--- config.mk ---
export PLATFORM = sky130hd
export DESIGN_NAME = dual_channel_power_alarm_regs
export DESIGN_NICKNAME = d
export VERILOG_FILES = /design/src/power_alarm_pkg.sv /design/src/dual_channel_power_alarm_regs.sv
export SDC_FILE = /design/constraint.sdc
export NUM_CORES = 1
export LEC_CHECK = 0
export BUFFER_PORTS_ARGS = -buffer_cell sky130_fd_sc_hd__buf_2
export CORE_MARGIN = 2
export CORE_UTILIZATION = 45
export DETAILED_ROUTE_END_ITERATION = 6
export PLACE_DENSITY = 0.61
export SLEW_MARGIN = 5
export SYNTH_ARGS = -nofsm -noshare
export SYNTH_HDL_FRONTEND = slang
export SYNTH_SLANG_ARGS = --single-unit
--- constraint.sdc ---
create_clock -name mclk -period 17.9 [get_ports mclk]
set_clock_uncertainty 0.05 [all_clocks]
set_input_delay 3.58 -clock mclk [delete_from_list [all_inputs] [get_ports mclk]]
set_output_delay 3.58 -clock mclk [all_outputs]
set_load 0.05 [all_outputs]
--- src/power_alarm_pkg.sv ---
package power_alarm_pkg;

    // ------------------------------------------------------------
    // register offsets
    // ------------------------------------------------------------
    localparam logic [7:0] OFS_MAKER = 8'h00;
    localparam logic [7:0] OFS_PART = 8'h01;
    localparam logic [7:0] OFS_REV = 8'h02;
    localparam logic [7:0] OFS_PROTO = 8'h05;
    localparam logic [7:0] OFS_CAPS = 8'h06;
    localparam logic [7:0] OFS_GAIN_CH1 = 8'h07;
    localparam logic [7:0] OFS_GAIN_CH2 = 8'h08;
    localparam logic [7:0] OFS_POWER_READING_CH1 = 8'h09;
    localparam logic [7:0] OFS_POWER_READING_CH2 = 8'h0a;
    localparam logic [7:0] OFS_THRESH_CH1 = 8'h0b;
    localparam logic [7:0] OFS_THRESH_CH2 = 8'h0c;
    localparam logic [7:0] OFS_CFG_CH1 = 8'h0d;
    localparam logic [7:0] OFS_CFG_CH2 = 8'h0e;
    localparam logic [7:0] OFS_STATUS = 8'h10;
    localparam logic [7:0] OFS_LAST_GET = 8'h14;
    localparam logic [7:0] OFS_STATUS_SNAP = 8'h1c;
    localparam logic [7:0] OFS_WLVL_CH1 = 8'h4b;
    localparam logic [7:0] OFS_WLVL_CH2 = 8'h4c;
    localparam logic [7:0] OFS_WCNT_CH1 = 8'h4d;
    localparam logic [7:0] OFS_WCNT_CH2 = 8'h4e;
    localparam logic [7:0] OFS_GAIN_BOTH = 8'hc0;
    localparam logic [7:0] OFS_CFG_BOTH = 8'hc1;

    // ------------------------------------------------------------
    // reset values and fixed contents
    // ------------------------------------------------------------
    localparam logic [7:0] RST_GAIN = 8'h00;
    localparam logic [7:0] RST_THRESH = 8'he6;
    localparam logic [7:0] RST_CFG = 8'h03;
    localparam logic [7:0] VAL_PROTO = 8'h12;
    localparam logic [7:0] VAL_CAPS = 8'h20;
    localparam logic [7:0] ZERO8 = 8'h00;

    // ------------------------------------------------------------
    // field layout and codes
    // ------------------------------------------------------------
    localparam logic [3:0] GAIN_CODE_X2 = 4'h3;
    localparam logic [3:0] GAIN_CODE_X8 = 4'hf;
    localparam logic [1:0] HYST_10 = 2'h2;
    localparam logic [1:0] HYST_15 = 2'h3;
    localparam int CFG_ALERT_MASK = 2;
    localparam logic [7:0] WARN_MAX = 8'hff;
    localparam logic [3:0] BASE_ADDR = 4'h8;
    localparam int ST_ALARM1 = 0;
    localparam int ST_ALARM2 = 1;
    localparam int ST_ALERT = 2;
    localparam int ST_VALID = 3;

    // ------------------------------------------------------------
    // link framing
    // ------------------------------------------------------------
    localparam logic [4:0] HDR_BITS = 5'd13;
    localparam logic [4:0] BYTE_BITS = 5'd8;
    localparam logic [4:0] ACK_BITS = 5'd1;

    // ------------------------------------------------------------
    // timing
    // ------------------------------------------------------------
    localparam int CLK_MHZ = 250;
    localparam int PWRUP_US = 80;
    localparam int UPDATE_US = 80;
    localparam int PWRUP_CYC = PWRUP_US * CLK_MHZ;
    localparam int UPDATE_CYC = UPDATE_US * CLK_MHZ;

    typedef enum logic [1:0] {
        ST_IDLE = 2'b00,
        ST_HDR = 2'b01,
        ST_DATA = 2'b10,
        ST_RESP = 2'b11
    } link_state_e;

    typedef struct packed {
        logic start;
        logic chan;
    } adc_req_s;

    typedef struct packed {
        logic done;
        logic chan;
        logic [7:0] code;
    } adc_res_s;

endpackage : power_alarm_pkg

--- src/dual_channel_power_alarm_regs.sv ---
`timescale 1ns/1ps
// Notes on behaviour
// - gain code 0x3 gives 2, 0xF gives 8
// - gain zero uses strap: ground 8, supply 2
// - alarm asserts when either channel exceeds threshold
// - trip point is threshold code plus one
// - config bits 1:0 pick 10 or 15 percent, other codes no hysteresis
// - alert asserts when warning counter saturates
// - config bit 2 masks that alert source
// - reset loads default thresholds and configuration
// - readings valid one update after power-up
// - bus address is 0x08 plus strap pair
// - 8-bit power sample in read-only register
// - combined registers access both channels at once
// - warning level is three quarters of threshold
// - warning counter clears when read
// - last get value kept read-only
// - status copy kept from last status read
// - thresholds reset to 0xE6, master writable
// - configs reset 0x03, combined reads 0x33
// - power readings at 0x09/0x0A, read-only
// - one converter alternates channels every half period
module dual_channel_power_alarm_regs
    import power_alarm_pkg::*;
#(
    parameter int PWRUP_CYCLES = power_alarm_pkg::PWRUP_CYC,
    parameter int UPDATE_CYCLES = power_alarm_pkg::UPDATE_CYC,
    parameter logic [7:0] MAKER_CODE = 8'h5a,  // arbitrary value
    parameter logic [7:0] PART_CODE = 8'h3c,   // arbitrary value
    parameter logic [7:0] REV_CODE = 8'h01     // arbitrary value
) (
    input wire logic mclk,
    input wire logic rst,
    input wire logic vclk,
    input wire logic vdio_in,
    output logic vdio_out,
    output logic vdio_oe,
    output logic alert_out,
    output logic alert_oe,
    output logic alarm_out,
    output logic alarm_oe,
    input wire logic [1:0] addr_strap,
    input wire logic [1:0] gain_strap_pin,
    output logic [1:0] gain_is_x8,
    output power_alarm_pkg::adc_req_s adc_req,
    input wire power_alarm_pkg::adc_res_s adc_res
);
    import power_alarm_pkg::*;

    // ------------------------------------------------------------
    // pin synchronisers
    // ------------------------------------------------------------
    logic [5:0] sync_a, sync_b;
    logic vclk_d, vclk_s, vdio_s, vclk_rise, vclk_fall;
    logic [1:0] addr_s, gstrap_s;

    always_ff @(posedge mclk) begin
        sync_a <= {gain_strap_pin, addr_strap, vdio_in, vclk};
        sync_b <= sync_a;
        vclk_d <= sync_b[0];
    end

    assign vclk_s = sync_b[0];
    assign vdio_s = sync_b[1];
    assign addr_s = sync_b[3:2];
    assign gstrap_s = sync_b[5:4];
    assign vclk_rise = vclk_s & ~vclk_d;
    assign vclk_fall = ~vclk_s & vclk_d;

    // ------------------------------------------------------------
    // registers and shared state
    // ------------------------------------------------------------
    logic [7:0] gain_select_chan [2];
    logic [7:0] trip_threshold_chan [2];
    logic [7:0] trip_config_chan [2];
    logic [7:0] power_reading_chan [2];
    logic [7:0] warn_level_chan [2];
    logic [7:0] warn_counter_chan [2];
    logic [1:0] alarm_chan, count_clear, alert_src;
    logic [7:0] last_get_value;
    logic [7:0] status_snapshot;
    logic [7:0] consolidated_status;
    logic readings_valid, wr_en, rd_en;
    logic [7:0] reg_idx, wr_data, rd_data;
    logic rd_hit;

    // ------------------------------------------------------------
    // power-up and sample sequencer
    // ------------------------------------------------------------
    logic [31:0] pwr_cnt;
    logic [31:0] tick_cnt;
    logic next_chan;

    // readings stay hidden until power-up plus one full update period
    always_ff @(posedge mclk) begin
        if (rst) begin
            pwr_cnt <= 32'h0;
            readings_valid <= 1'b0;
        end else if (pwr_cnt == 32'(PWRUP_CYCLES + UPDATE_CYCLES - 1)) begin
            readings_valid <= 1'b1;
        end else begin
            pwr_cnt <= pwr_cnt + 32'h1;
        end
    end

    // two conversions per period, so each channel sees one per period
    always_ff @(posedge mclk) begin
        if (rst) begin
            tick_cnt <= 32'h0;
            next_chan <= 1'b0;
            adc_req <= '0;
        end else if (tick_cnt == 32'(UPDATE_CYCLES / 2 - 1)) begin
            tick_cnt <= 32'h0;
            adc_req.start <= 1'b1;
            adc_req.chan <= next_chan;
            next_chan <= ~next_chan;
        end else begin
            tick_cnt <= tick_cnt + 32'h1;
            adc_req.start <= 1'b0;
        end
    end

    // ------------------------------------------------------------
    // per-channel measurement, alarm and warning logic
    // ------------------------------------------------------------
    for (genvar c = 0; c < 2; c++) begin : g_chan
        logic [7:0] hyst;
        logic [9:0] th_x3;
        logic new_sample;
        logic [3:0] gcode;

        assign gcode = gain_select_chan[c][3:0];
        assign th_x3 = {2'b00, trip_threshold_chan[c]} * 10'd3;
        assign warn_level_chan[c] = th_x3[9:2];
        assign new_sample = adc_res.done & (adc_res.chan == 1'(c));

        always_comb begin
            unique case (trip_config_chan[c][1:0])
                HYST_10: hyst = trip_threshold_chan[c] / 8'd10;
                HYST_15: hyst = 8'(th_x3 / 10'd20);
                default: hyst = 8'h00;
            endcase
        end

        always_ff @(posedge mclk) begin
            if (rst) begin
                power_reading_chan[c] <= ZERO8;
            end else if (new_sample) begin
                power_reading_chan[c] <= adc_res.code;
            end
        end

        // trip above code N means power reached N + 1
        always_ff @(posedge mclk) begin
            if (rst || !readings_valid) begin
                alarm_chan[c] <= 1'b0;
            end else if (power_reading_chan[c] > trip_threshold_chan[c]) begin
                alarm_chan[c] <= 1'b1;
            end else if (power_reading_chan[c] <
                         trip_threshold_chan[c] - hyst) begin
                alarm_chan[c] <= 1'b0;
            end
        end

        // an increment in the clearing cycle survives as a count of one
        always_ff @(posedge mclk) begin
            if (rst) begin
                warn_counter_chan[c] <= ZERO8;
            end else if (new_sample && readings_valid &&
                         adc_res.code > warn_level_chan[c]) begin
                if (count_clear[c]) begin
                    warn_counter_chan[c] <= 8'h01;
                end else if (warn_counter_chan[c] != WARN_MAX) begin
                    warn_counter_chan[c] <= warn_counter_chan[c] + 8'h01;
                end
            end else if (count_clear[c]) begin
                warn_counter_chan[c] <= ZERO8;
            end
        end

        assign alert_src[c] = (warn_counter_chan[c] == WARN_MAX) &&
                              !trip_config_chan[c][CFG_ALERT_MASK];

        // a zero code falls back to the strap; 0xF fixes gain 8, other codes fix gain 2
        always_comb begin
            if (gcode == GAIN_CODE_X8) begin
                gain_is_x8[c] = 1'b1;
            end else if (gcode == GAIN_CODE_X2) begin
                gain_is_x8[c] = 1'b0;
            end else if (gcode == 4'h0) begin
                gain_is_x8[c] = ~gstrap_s[c];
            end else begin
                gain_is_x8[c] = 1'b0;
            end
        end
    end

    // ------------------------------------------------------------
    // open-drain outputs
    // ------------------------------------------------------------
    always_ff @(posedge mclk) begin
        if (rst) begin
            alarm_oe <= 1'b0;
            alert_oe <= 1'b0;
        end else begin
            alarm_oe <= |alarm_chan;
            alert_oe <= |alert_src;
        end
    end

    assign alarm_out = 1'b0;
    assign alert_out = 1'b0;

    always_comb begin
        consolidated_status = ZERO8;
        consolidated_status[ST_ALARM1] = alarm_chan[0];
        consolidated_status[ST_ALARM2] = alarm_chan[1];
        consolidated_status[ST_ALERT] = |alert_src;
        consolidated_status[ST_VALID] = readings_valid;
    end

    // ------------------------------------------------------------
    // register writes
    // ------------------------------------------------------------
    always_ff @(posedge mclk) begin
        if (rst) begin
            for (int i = 0; i < 2; i++) begin
                gain_select_chan[i] <= RST_GAIN;
                trip_threshold_chan[i] <= RST_THRESH;
                trip_config_chan[i] <= RST_CFG;
            end
        end else if (wr_en) begin
            unique case (reg_idx)
                OFS_GAIN_CH1: gain_select_chan[0] <= wr_data;
                OFS_GAIN_CH2: gain_select_chan[1] <= wr_data;
                OFS_THRESH_CH1: trip_threshold_chan[0] <= wr_data;
                OFS_THRESH_CH2: trip_threshold_chan[1] <= wr_data;
                OFS_CFG_CH1: trip_config_chan[0] <= wr_data;
                OFS_CFG_CH2: trip_config_chan[1] <= wr_data;
                OFS_GAIN_BOTH: begin
                    gain_select_chan[0] <= {4'h0, wr_data[3:0]};
                    gain_select_chan[1] <= {4'h0, wr_data[7:4]};
                end
                OFS_CFG_BOTH: begin
                    trip_config_chan[0] <= {4'h0, wr_data[3:0]};
                    trip_config_chan[1] <= {4'h0, wr_data[7:4]};
                end
                default: ;  // read-only and unmapped writes are dropped
            endcase
        end
    end

    // ------------------------------------------------------------
    // register reads
    // ------------------------------------------------------------
    always_comb begin
        rd_hit = 1'b1;
        unique case (reg_idx)
            OFS_MAKER: rd_data = MAKER_CODE;
            OFS_PART: rd_data = PART_CODE;
            OFS_REV: rd_data = REV_CODE;
            OFS_PROTO: rd_data = VAL_PROTO;
            OFS_CAPS: rd_data = VAL_CAPS;
            OFS_GAIN_CH1: rd_data = gain_select_chan[0];
            OFS_GAIN_CH2: rd_data = gain_select_chan[1];
            OFS_POWER_READING_CH1:
                rd_data = readings_valid ? power_reading_chan[0] : ZERO8;
            OFS_POWER_READING_CH2:
                rd_data = readings_valid ? power_reading_chan[1] : ZERO8;
            OFS_THRESH_CH1: rd_data = trip_threshold_chan[0];
            OFS_THRESH_CH2: rd_data = trip_threshold_chan[1];
            OFS_CFG_CH1: rd_data = trip_config_chan[0];
            OFS_CFG_CH2: rd_data = trip_config_chan[1];
            OFS_STATUS: rd_data = consolidated_status;
            OFS_LAST_GET: rd_data = last_get_value;
            OFS_STATUS_SNAP: rd_data = status_snapshot;
            OFS_WLVL_CH1: rd_data = warn_level_chan[0];
            OFS_WLVL_CH2: rd_data = warn_level_chan[1];
            OFS_WCNT_CH1: rd_data = warn_counter_chan[0];
            OFS_WCNT_CH2: rd_data = warn_counter_chan[1];
            OFS_GAIN_BOTH:
                rd_data = {gain_select_chan[1][3:0],
                           gain_select_chan[0][3:0]};
            OFS_CFG_BOTH:
                rd_data = {trip_config_chan[1][3:0],
                           trip_config_chan[0][3:0]};
            default: begin
                rd_data = ZERO8;
                rd_hit = 1'b0;
            end
        endcase
    end

    assign count_clear[0] = rd_en && (reg_idx == OFS_WCNT_CH1);
    assign count_clear[1] = rd_en && (reg_idx == OFS_WCNT_CH2);

    always_ff @(posedge mclk) begin
        if (rst) begin
            last_get_value <= ZERO8;
            status_snapshot <= ZERO8;
        end else if (rd_en) begin
            last_get_value <= rd_data;
            if (reg_idx == OFS_STATUS) begin
                status_snapshot <= consolidated_status;
            end
        end
    end

    // ------------------------------------------------------------
    // serial link slave
    // ------------------------------------------------------------
    link_state_e state;
    logic [4:0] bit_cnt;
    logic [12:0] hdr;
    logic [7:0] shreg;
    logic addressed;
    logic is_get;
    logic [12:0] hdr_next;

    assign hdr_next = {hdr[11:0], vdio_s};
    assign reg_idx = (state == ST_HDR) ? hdr_next[7:0] : hdr[7:0];
    assign wr_en = (state == ST_DATA) && vclk_rise &&
                   (bit_cnt == BYTE_BITS - 5'd1) && addressed;
    assign rd_en = (state == ST_HDR) && vclk_rise &&
                   (bit_cnt == HDR_BITS - 5'd1) &&
                   (hdr_next[12:9] == BASE_ADDR + {2'b00, addr_s}) &&
                   hdr_next[8];
    assign wr_data = {shreg[6:0], vdio_s};

    // device drives on falling vclk, master samples on rising vclk
    always_ff @(posedge mclk) begin
        if (rst) begin
            state <= ST_IDLE;
            bit_cnt <= 5'd0;
            hdr <= 13'h0;
            shreg <= ZERO8;
            addressed <= 1'b0;
            is_get <= 1'b0;
            vdio_oe <= 1'b0;
            vdio_out <= 1'b0;
        end else begin
            unique case (state)
                ST_IDLE: begin
                    vdio_oe <= 1'b0;
                    if (vclk_rise && !vdio_s) begin
                        state <= ST_HDR;
                        bit_cnt <= 5'd0;
                    end
                end
                ST_HDR: if (vclk_rise) begin
                    hdr <= hdr_next;
                    bit_cnt <= bit_cnt + 5'd1;
                    if (bit_cnt == HDR_BITS - 5'd1) begin
                        bit_cnt <= 5'd0;
                        addressed <= hdr_next[12:9] ==
                                     BASE_ADDR + {2'b00, addr_s};
                        is_get <= hdr_next[8];
                        if (hdr_next[8]) begin
                            shreg <= rd_data;
                            state <= ST_RESP;
                        end else begin
                            state <= ST_DATA;
                        end
                    end
                end
                ST_DATA: if (vclk_rise) begin
                    shreg <= wr_data;
                    bit_cnt <= bit_cnt + 5'd1;
                    if (bit_cnt == BYTE_BITS - 5'd1) begin
                        bit_cnt <= 5'd0;
                        // ack low for a mapped register, high otherwise
                        shreg <= {~rd_hit, 7'h0};
                        state <= ST_RESP;
                    end
                end
                ST_RESP: begin
                    if (vclk_fall) begin
                        vdio_oe <= addressed;
                        vdio_out <= shreg[7];
                    end
                    if (vclk_rise && vdio_oe) begin
                        shreg <= {shreg[6:0], 1'b0};
                        bit_cnt <= bit_cnt + 5'd1;
                        if (bit_cnt == (is_get ? BYTE_BITS : ACK_BITS)
                                       - 5'd1) begin
                            state <= ST_IDLE;
                            vdio_oe <= 1'b0;
                        end
                    end else if (vclk_rise && !addressed) begin
                        state <= ST_IDLE;
                    end
                end
            endcase
        end
    end

endmodule : dual_channel_power_alarm_regs

==> impl_metrics.prom <==
# TYPE chip_impl_metric gauge
chip_impl_metric{name="powerDensity",unit="nW/µm²"} 74.3
chip_impl_metric{name="synth_fa_ha_area_share",unit="%"} 9.78
chip_impl_metric{name="first_pass_grt_wire_length",unit="mm"} 66.6
chip_impl_info{name="worst-setup-path-type",value="reg2reg"} 1
chip_impl_metric{name="cts.path.max_buffers",unit=""} 3
chip_impl_metric{name="tritoncts_num_sinks",unit=""} 208
chip_impl_metric{name="final_antenna_net_count",unit=""} 0
chip_impl_info{name="root_buffer",value="sky130_fd_sc_hd__clkbuf_16"} 1
chip_impl_metric{name="share_seq_of_total_power",unit="%"} 44.1
chip_impl_metric{name="grt_max_degree",unit=""} 60
chip_impl_metric{name="first_global_vias",unit=""} 12469
chip_impl_info{name="clock_tree_from_tritoncts",value="yes"} 1
chip_impl_metric{name="place_ws",unit="ns"} 11.00
chip_impl_info{name="timing.critical_path.from_type",value="flip-flop"} 1
chip_impl_metric{name="finalCritPeriodShare",unit="%"} 39.2
chip_impl_info{name="worstReg2RegStart",value="trip_threshold_chan[0][2]"} 1
chip_impl_metric{name="areaGrowthSynthToFinish",unit="%"} 8.65
chip_impl_metric{name="yosysWarningCount",unit=""} 0
chip_impl_metric{name="postSynthRegisterBits",unit=""} 208
chip_impl_metric{name="final.setup.worst_slack",unit="ns"} 10.88
chip_impl_info{name="holdPathEnd",value="sync_b[2]"} 1
chip_impl_metric{name="critical_path_peak_fanout",unit=""} 14
chip_impl_metric{name="sw_frac_of_total",unit="%"} 27.6
chip_impl_metric{name="routabilityCongestion",unit=""} 0.932
chip_impl_metric{name="net_switching_power",unit="µW"} 332
chip_impl_metric{name="yosysUniqueCellTypes",unit=""} 96
chip_impl_metric{name="max_cap_viol_count",unit=""} 0
chip_impl_metric{name="cellInternalPower",unit="µW"} 870
chip_impl_metric{name="syn_inst",unit=""} 1762
chip_impl_metric{name="htree_levels",unit=""} 1
chip_impl_info{name="violations",value="design-rule violations"} 1
chip_impl_metric{name="postCtsSetupBuffers",unit=""} 0
chip_impl_info{name="crit_slowest_cell",value="sky130_fd_sc_hd__edfxtp_1"} 1
chip_impl_metric{name="worst-endpoint-required",unit="ns"} 18.28
chip_impl_metric{name="async_flop_share",unit="%"} 0
chip_impl_metric{name="buffer_ports.inserted",unit=""} 25
chip_impl_info{name="worst_hold_path_type",value="reg2reg"} 1
chip_impl_metric{name="synth_top_area_share",unit="%"} 17.2
chip_impl_metric{name="antenna_found_initial",unit=""} 0
chip_impl_metric{name="setup-tns-final",unit="ns"} 0
chip_impl_metric{name="power.clock.fraction",unit="%"} 41.9
chip_impl_metric{name="cts_resized",unit=""} 0
chip_impl_metric{name="power.static_leakage",unit="nW"} 6.14
chip_impl_info{name="status",value="finished, violations left"} 1
chip_impl_metric{name="irDropWorstVdd",unit="µV"} 80.5
chip_impl_metric{name="post_synth.cell_area_avg",unit="µm²"} 8.45
chip_impl_metric{name="design.die.area",unit="µm²"} 34600
chip_impl_metric{name="grt_usage",unit="%"} 24.1
chip_impl_metric{name="wl_per_cell",unit="µm"} 18.8
chip_impl_metric{name="max-slew-margin-rel",unit="%"} 35.9
chip_impl_metric{name="rr_worst_depth",unit=""} 30
chip_impl_metric{name="drive_above_1_share",unit="%"} 6.89
chip_impl_metric{name="wire_length_reported_by_the_detailed_router",unit="mm"} 41.7
chip_impl_metric{name="clk-insertion-delay-late",unit="ns"} 0.55
chip_impl_metric{name="power_frac_comb",unit="%"} 14.0
chip_impl_metric{name="dpl.hpwl",unit="mm"} 30.8
chip_impl_metric{name="vias",unit=""} 13310
chip_impl_metric{name="worst_setup_hold_path_clk_slew",unit="ns"} 0.06
chip_impl_metric{name="insertedDiodeCount",unit=""} 0
chip_impl_metric{name="cts_made_buffers",unit=""} 25
chip_impl_metric{name="achievable-frequency",unit="MHz"} 142
chip_impl_info{name="timing.hold.worst.start",value="sync_a[2]"} 1
chip_impl_metric{name="final.min_clock_period",unit="ns"} 7.02
chip_impl_metric{name="initialDrtViolationCount",unit=""} 1266
chip_impl_metric{name="least_margin_pin_slew",unit="ns"} 0.955
chip_impl_metric{name="synth_area",unit="µm²"} 14900
chip_impl_info{name="combinational_family_with_the_most_area_after_synthesis",value="simple AND/OR/NAND/NOR gates"} 1
chip_impl_metric{name="floorplan.core_area",unit="µm²"} 32500
chip_impl_metric{name="grt-ovfl-total",unit=""} 0
chip_impl_info{name="synth.area.top_cells",value="sky130_fd_sc_hd__dfxtp_1 17%, sky130_fd_sc_hd__edfxtp_1 16%, sky130_fd_sc_hd__ha_1 9.2%"} 1
chip_impl_info{name="endpoint_kind",value="flip-flop"} 1
chip_impl_metric{name="synth-simple-area-share",unit="%"} 23.5
chip_impl_metric{name="synth_mux_area_share",unit="%"} 1.97
chip_impl_metric{name="setup_viol_count_final",unit=""} 0
chip_impl_info{name="rsz0062_at_grt",value="false"} 1
chip_impl_metric{name="die_y",unit="µm"} 186
chip_impl_info{name="top_cell_type_by_total_area_after_synthesis",value="sky130_fd_sc_hd__dfxtp_1"} 1
chip_impl_metric{name="worst-r2r-setup-slack",unit="ns"} 10.88
chip_impl_metric{name="drtPass1Iterations",unit=""} 7
chip_impl_metric{name="hold_buffers_post_cts",unit=""} 0
chip_impl_metric{name="synth_xor_area_share",unit="%"} 7.34
chip_impl_metric{name="top_level_ports",unit=""} 28
chip_impl_metric{name="crit_arrival",unit="ns"} 7.40
chip_impl_metric{name="slew_viol_final",unit=""} 0
chip_impl_metric{name="final_nets",unit=""} 1885
chip_impl_metric{name="timing_hold_violations_final",unit=""} 0
chip_impl_metric{name="min_path_cells",unit=""} 0
chip_impl_metric{name="std_cell_rows",unit=""} 66
chip_impl_metric{name="number_of_enable_flip_flop_cells_after_synthesis",unit=""} 80
chip_impl_metric{name="synth_sequential_area_ratio",unit="%"} 33.3
chip_impl_metric{name="cp_slowest_stage_delay",unit="ns"} 0.69
chip_impl_metric{name="die_x",unit="µm"} 186
chip_impl_info{name="synth_ff_type",value="sky130_fd_sc_hd__dfxtp_1"} 1
chip_impl_metric{name="drc",unit=""} 12
chip_impl_metric{name="synth_compound_area_share",unit="%"} 20.1
chip_impl_metric{name="via_count_normalized_by_instance_count",unit=""} 6.02
chip_impl_info{name="yosysMostFrequentCell",value="sky130_fd_sc_hd__nor2_1"} 1
chip_impl_info{name="synthTopCellsByCount",value="235 x sky130_fd_sc_hd__nor2_1, 138 x sky130_fd_sc_hd__nand2_1, 128 x sky130_fd_sc_hd__dfxtp_1, 110 x sky130_fd_sc_hd__ha_1, 103 x sky130_fd_sc_hd__a21oi_1"} 1
chip_impl_metric{name="start_util",unit="%"} 45.8
chip_impl_info{name="crit-reg2reg-capture",value="alarm_chan[0]"} 1
-- placed cells by master, fill, tap and decap left out, drive strengths merged, types with 7 or more instances in the layout --
master	n
o21a	9
xnor2	69
a221o	7
nor2b	23
nor3	48
and3	23
dfxtp	128
o31ai	9
xor2	55
a22o	16
nor4	18
and4	7
edfxtp	80
a31oi	16
or3	11
a21oi	105
o21ai	72
nand2	138
nor2	237
nand2b	31
nand3	74
a22oi	25
o21bai	16
a221oi	23
or2	17
a21o	17
o211ai	9
inv	79
mux2i	26
a222oi	7
nor3b	8
buf	35
ha	110
clkbuf	40
nand4	32
and2	32
a211oi	25
-- metal layers --
layer / GRT usage (%) / part of all wire [%] / wire length, µm
met5: 0 / 0 / 0
met4: 7.97 / 3.1 / 1300
met3: 3.35 / 6.6 / 2760
met2: 39.3 / 45 / 18900
met1: 32.9 / 45 / 18700
-- logic make-up after synthesis --
kind of cell,count (synthesis)
adders and majority gates,114
xor gates and xnor gates,124
other,1
AOI/OAI and AO/OA,420
DFF,208
and+or+nand+nor,717
buffers and inverters,149
muxes,29
-- per-stage QoR --
stage	area [µm²]	total power [mW]	std cells	util, %	hold WS [ns]
floorplan	14900	0.656	1763	-	0.260
CTS	16200	1.21	2212	49.7	0.278
global route	16200	1.25	2212	49.7	0.283
finish	16200	1.20	2212	49.7	0.276
detailed placement	15400	0.706	2168	47.2	0.264
global placement	15400	0.703	2168	47.2	0.261
-- worst max-delay path by stage --
stage,startpoint,to
detailed placement,trip_threshold_chan[0][2],alarm_chan[0]
floorplan,trip_threshold_chan[0][11],alarm_chan[1]
finish,trip_threshold_chan[0][2],alarm_chan[0]
global route,trip_threshold_chan[0][2],alarm_chan[0]
global placement,trip_threshold_chan[0][2],alarm_chan[0]
CTS,trip_threshold_chan[0][2],alarm_chan[0]
-- cell type report --
| type | instances | area [µm²] |
|---|---|---|
| fill | 3145 | 16400 |
| multi-input combinational | 1406 | 9350 |
| sequential | 208 | 4960 |
| clock buffer | 40 | 776 |
| tap | 442 | 553 |
| inverter | 77 | 289 |
| timing repair buffer | 35 | 203 |
| clock inverter | 4 | 45.0 |
-- state kept, by name, indices dropped and copies added (netlist names), 2 cells and up --
| signal | cells |
|---|---|
| pwr_cnt | 32 |
| trip_threshold_chan | 16 |
| tick_cnt | 32 |
| shreg | 8 |
| state | 2 |
| hdr | 12 |
| sync_a | 6 |
| bit_cnt | 5 |
| warn_counter_chan | 16 |
| sync_b | 6 |
| gain_select_chan | 16 |
| last_get_value | 8 |
| power_reading_chan | 16 |
| alarm_chan | 2 |
| status_snapshot | 4 |
| trip_config_chan | 16 |
| adc_req | 2 |
-- critical path, delay by kind of cell, from the launching register on --
| family | cells | cell delay [ns] |
|---|---|---|
| compound gates | 13 | 3.12 |
| xor+xnor | 1 | 0.31 |
| fa+ha+maj | 4 | 1.13 |
| buf+inv | 3 | 0.42 |
| flops | 1 | 0.69 |
| mux | 2 | 0.50 |
| simple gates | 7 | 0.69 |
-- power groups by stage --
stage | Combinational, mW | Sequential (mW) | Clock (mW)
after detailed placement | 0.166 | 0.540 | 0
after global placement | 0.163 | 0.540 | 0
after floorplan | 0.129 | 0.527 | 0
after global routing | 0.189 | 0.532 | 0.532
final | 0.168 | 0.531 | 0.503
after CTS | 0.167 | 0.530 | 0.514
Note: power is estimated with default switching activity, not from simulation.
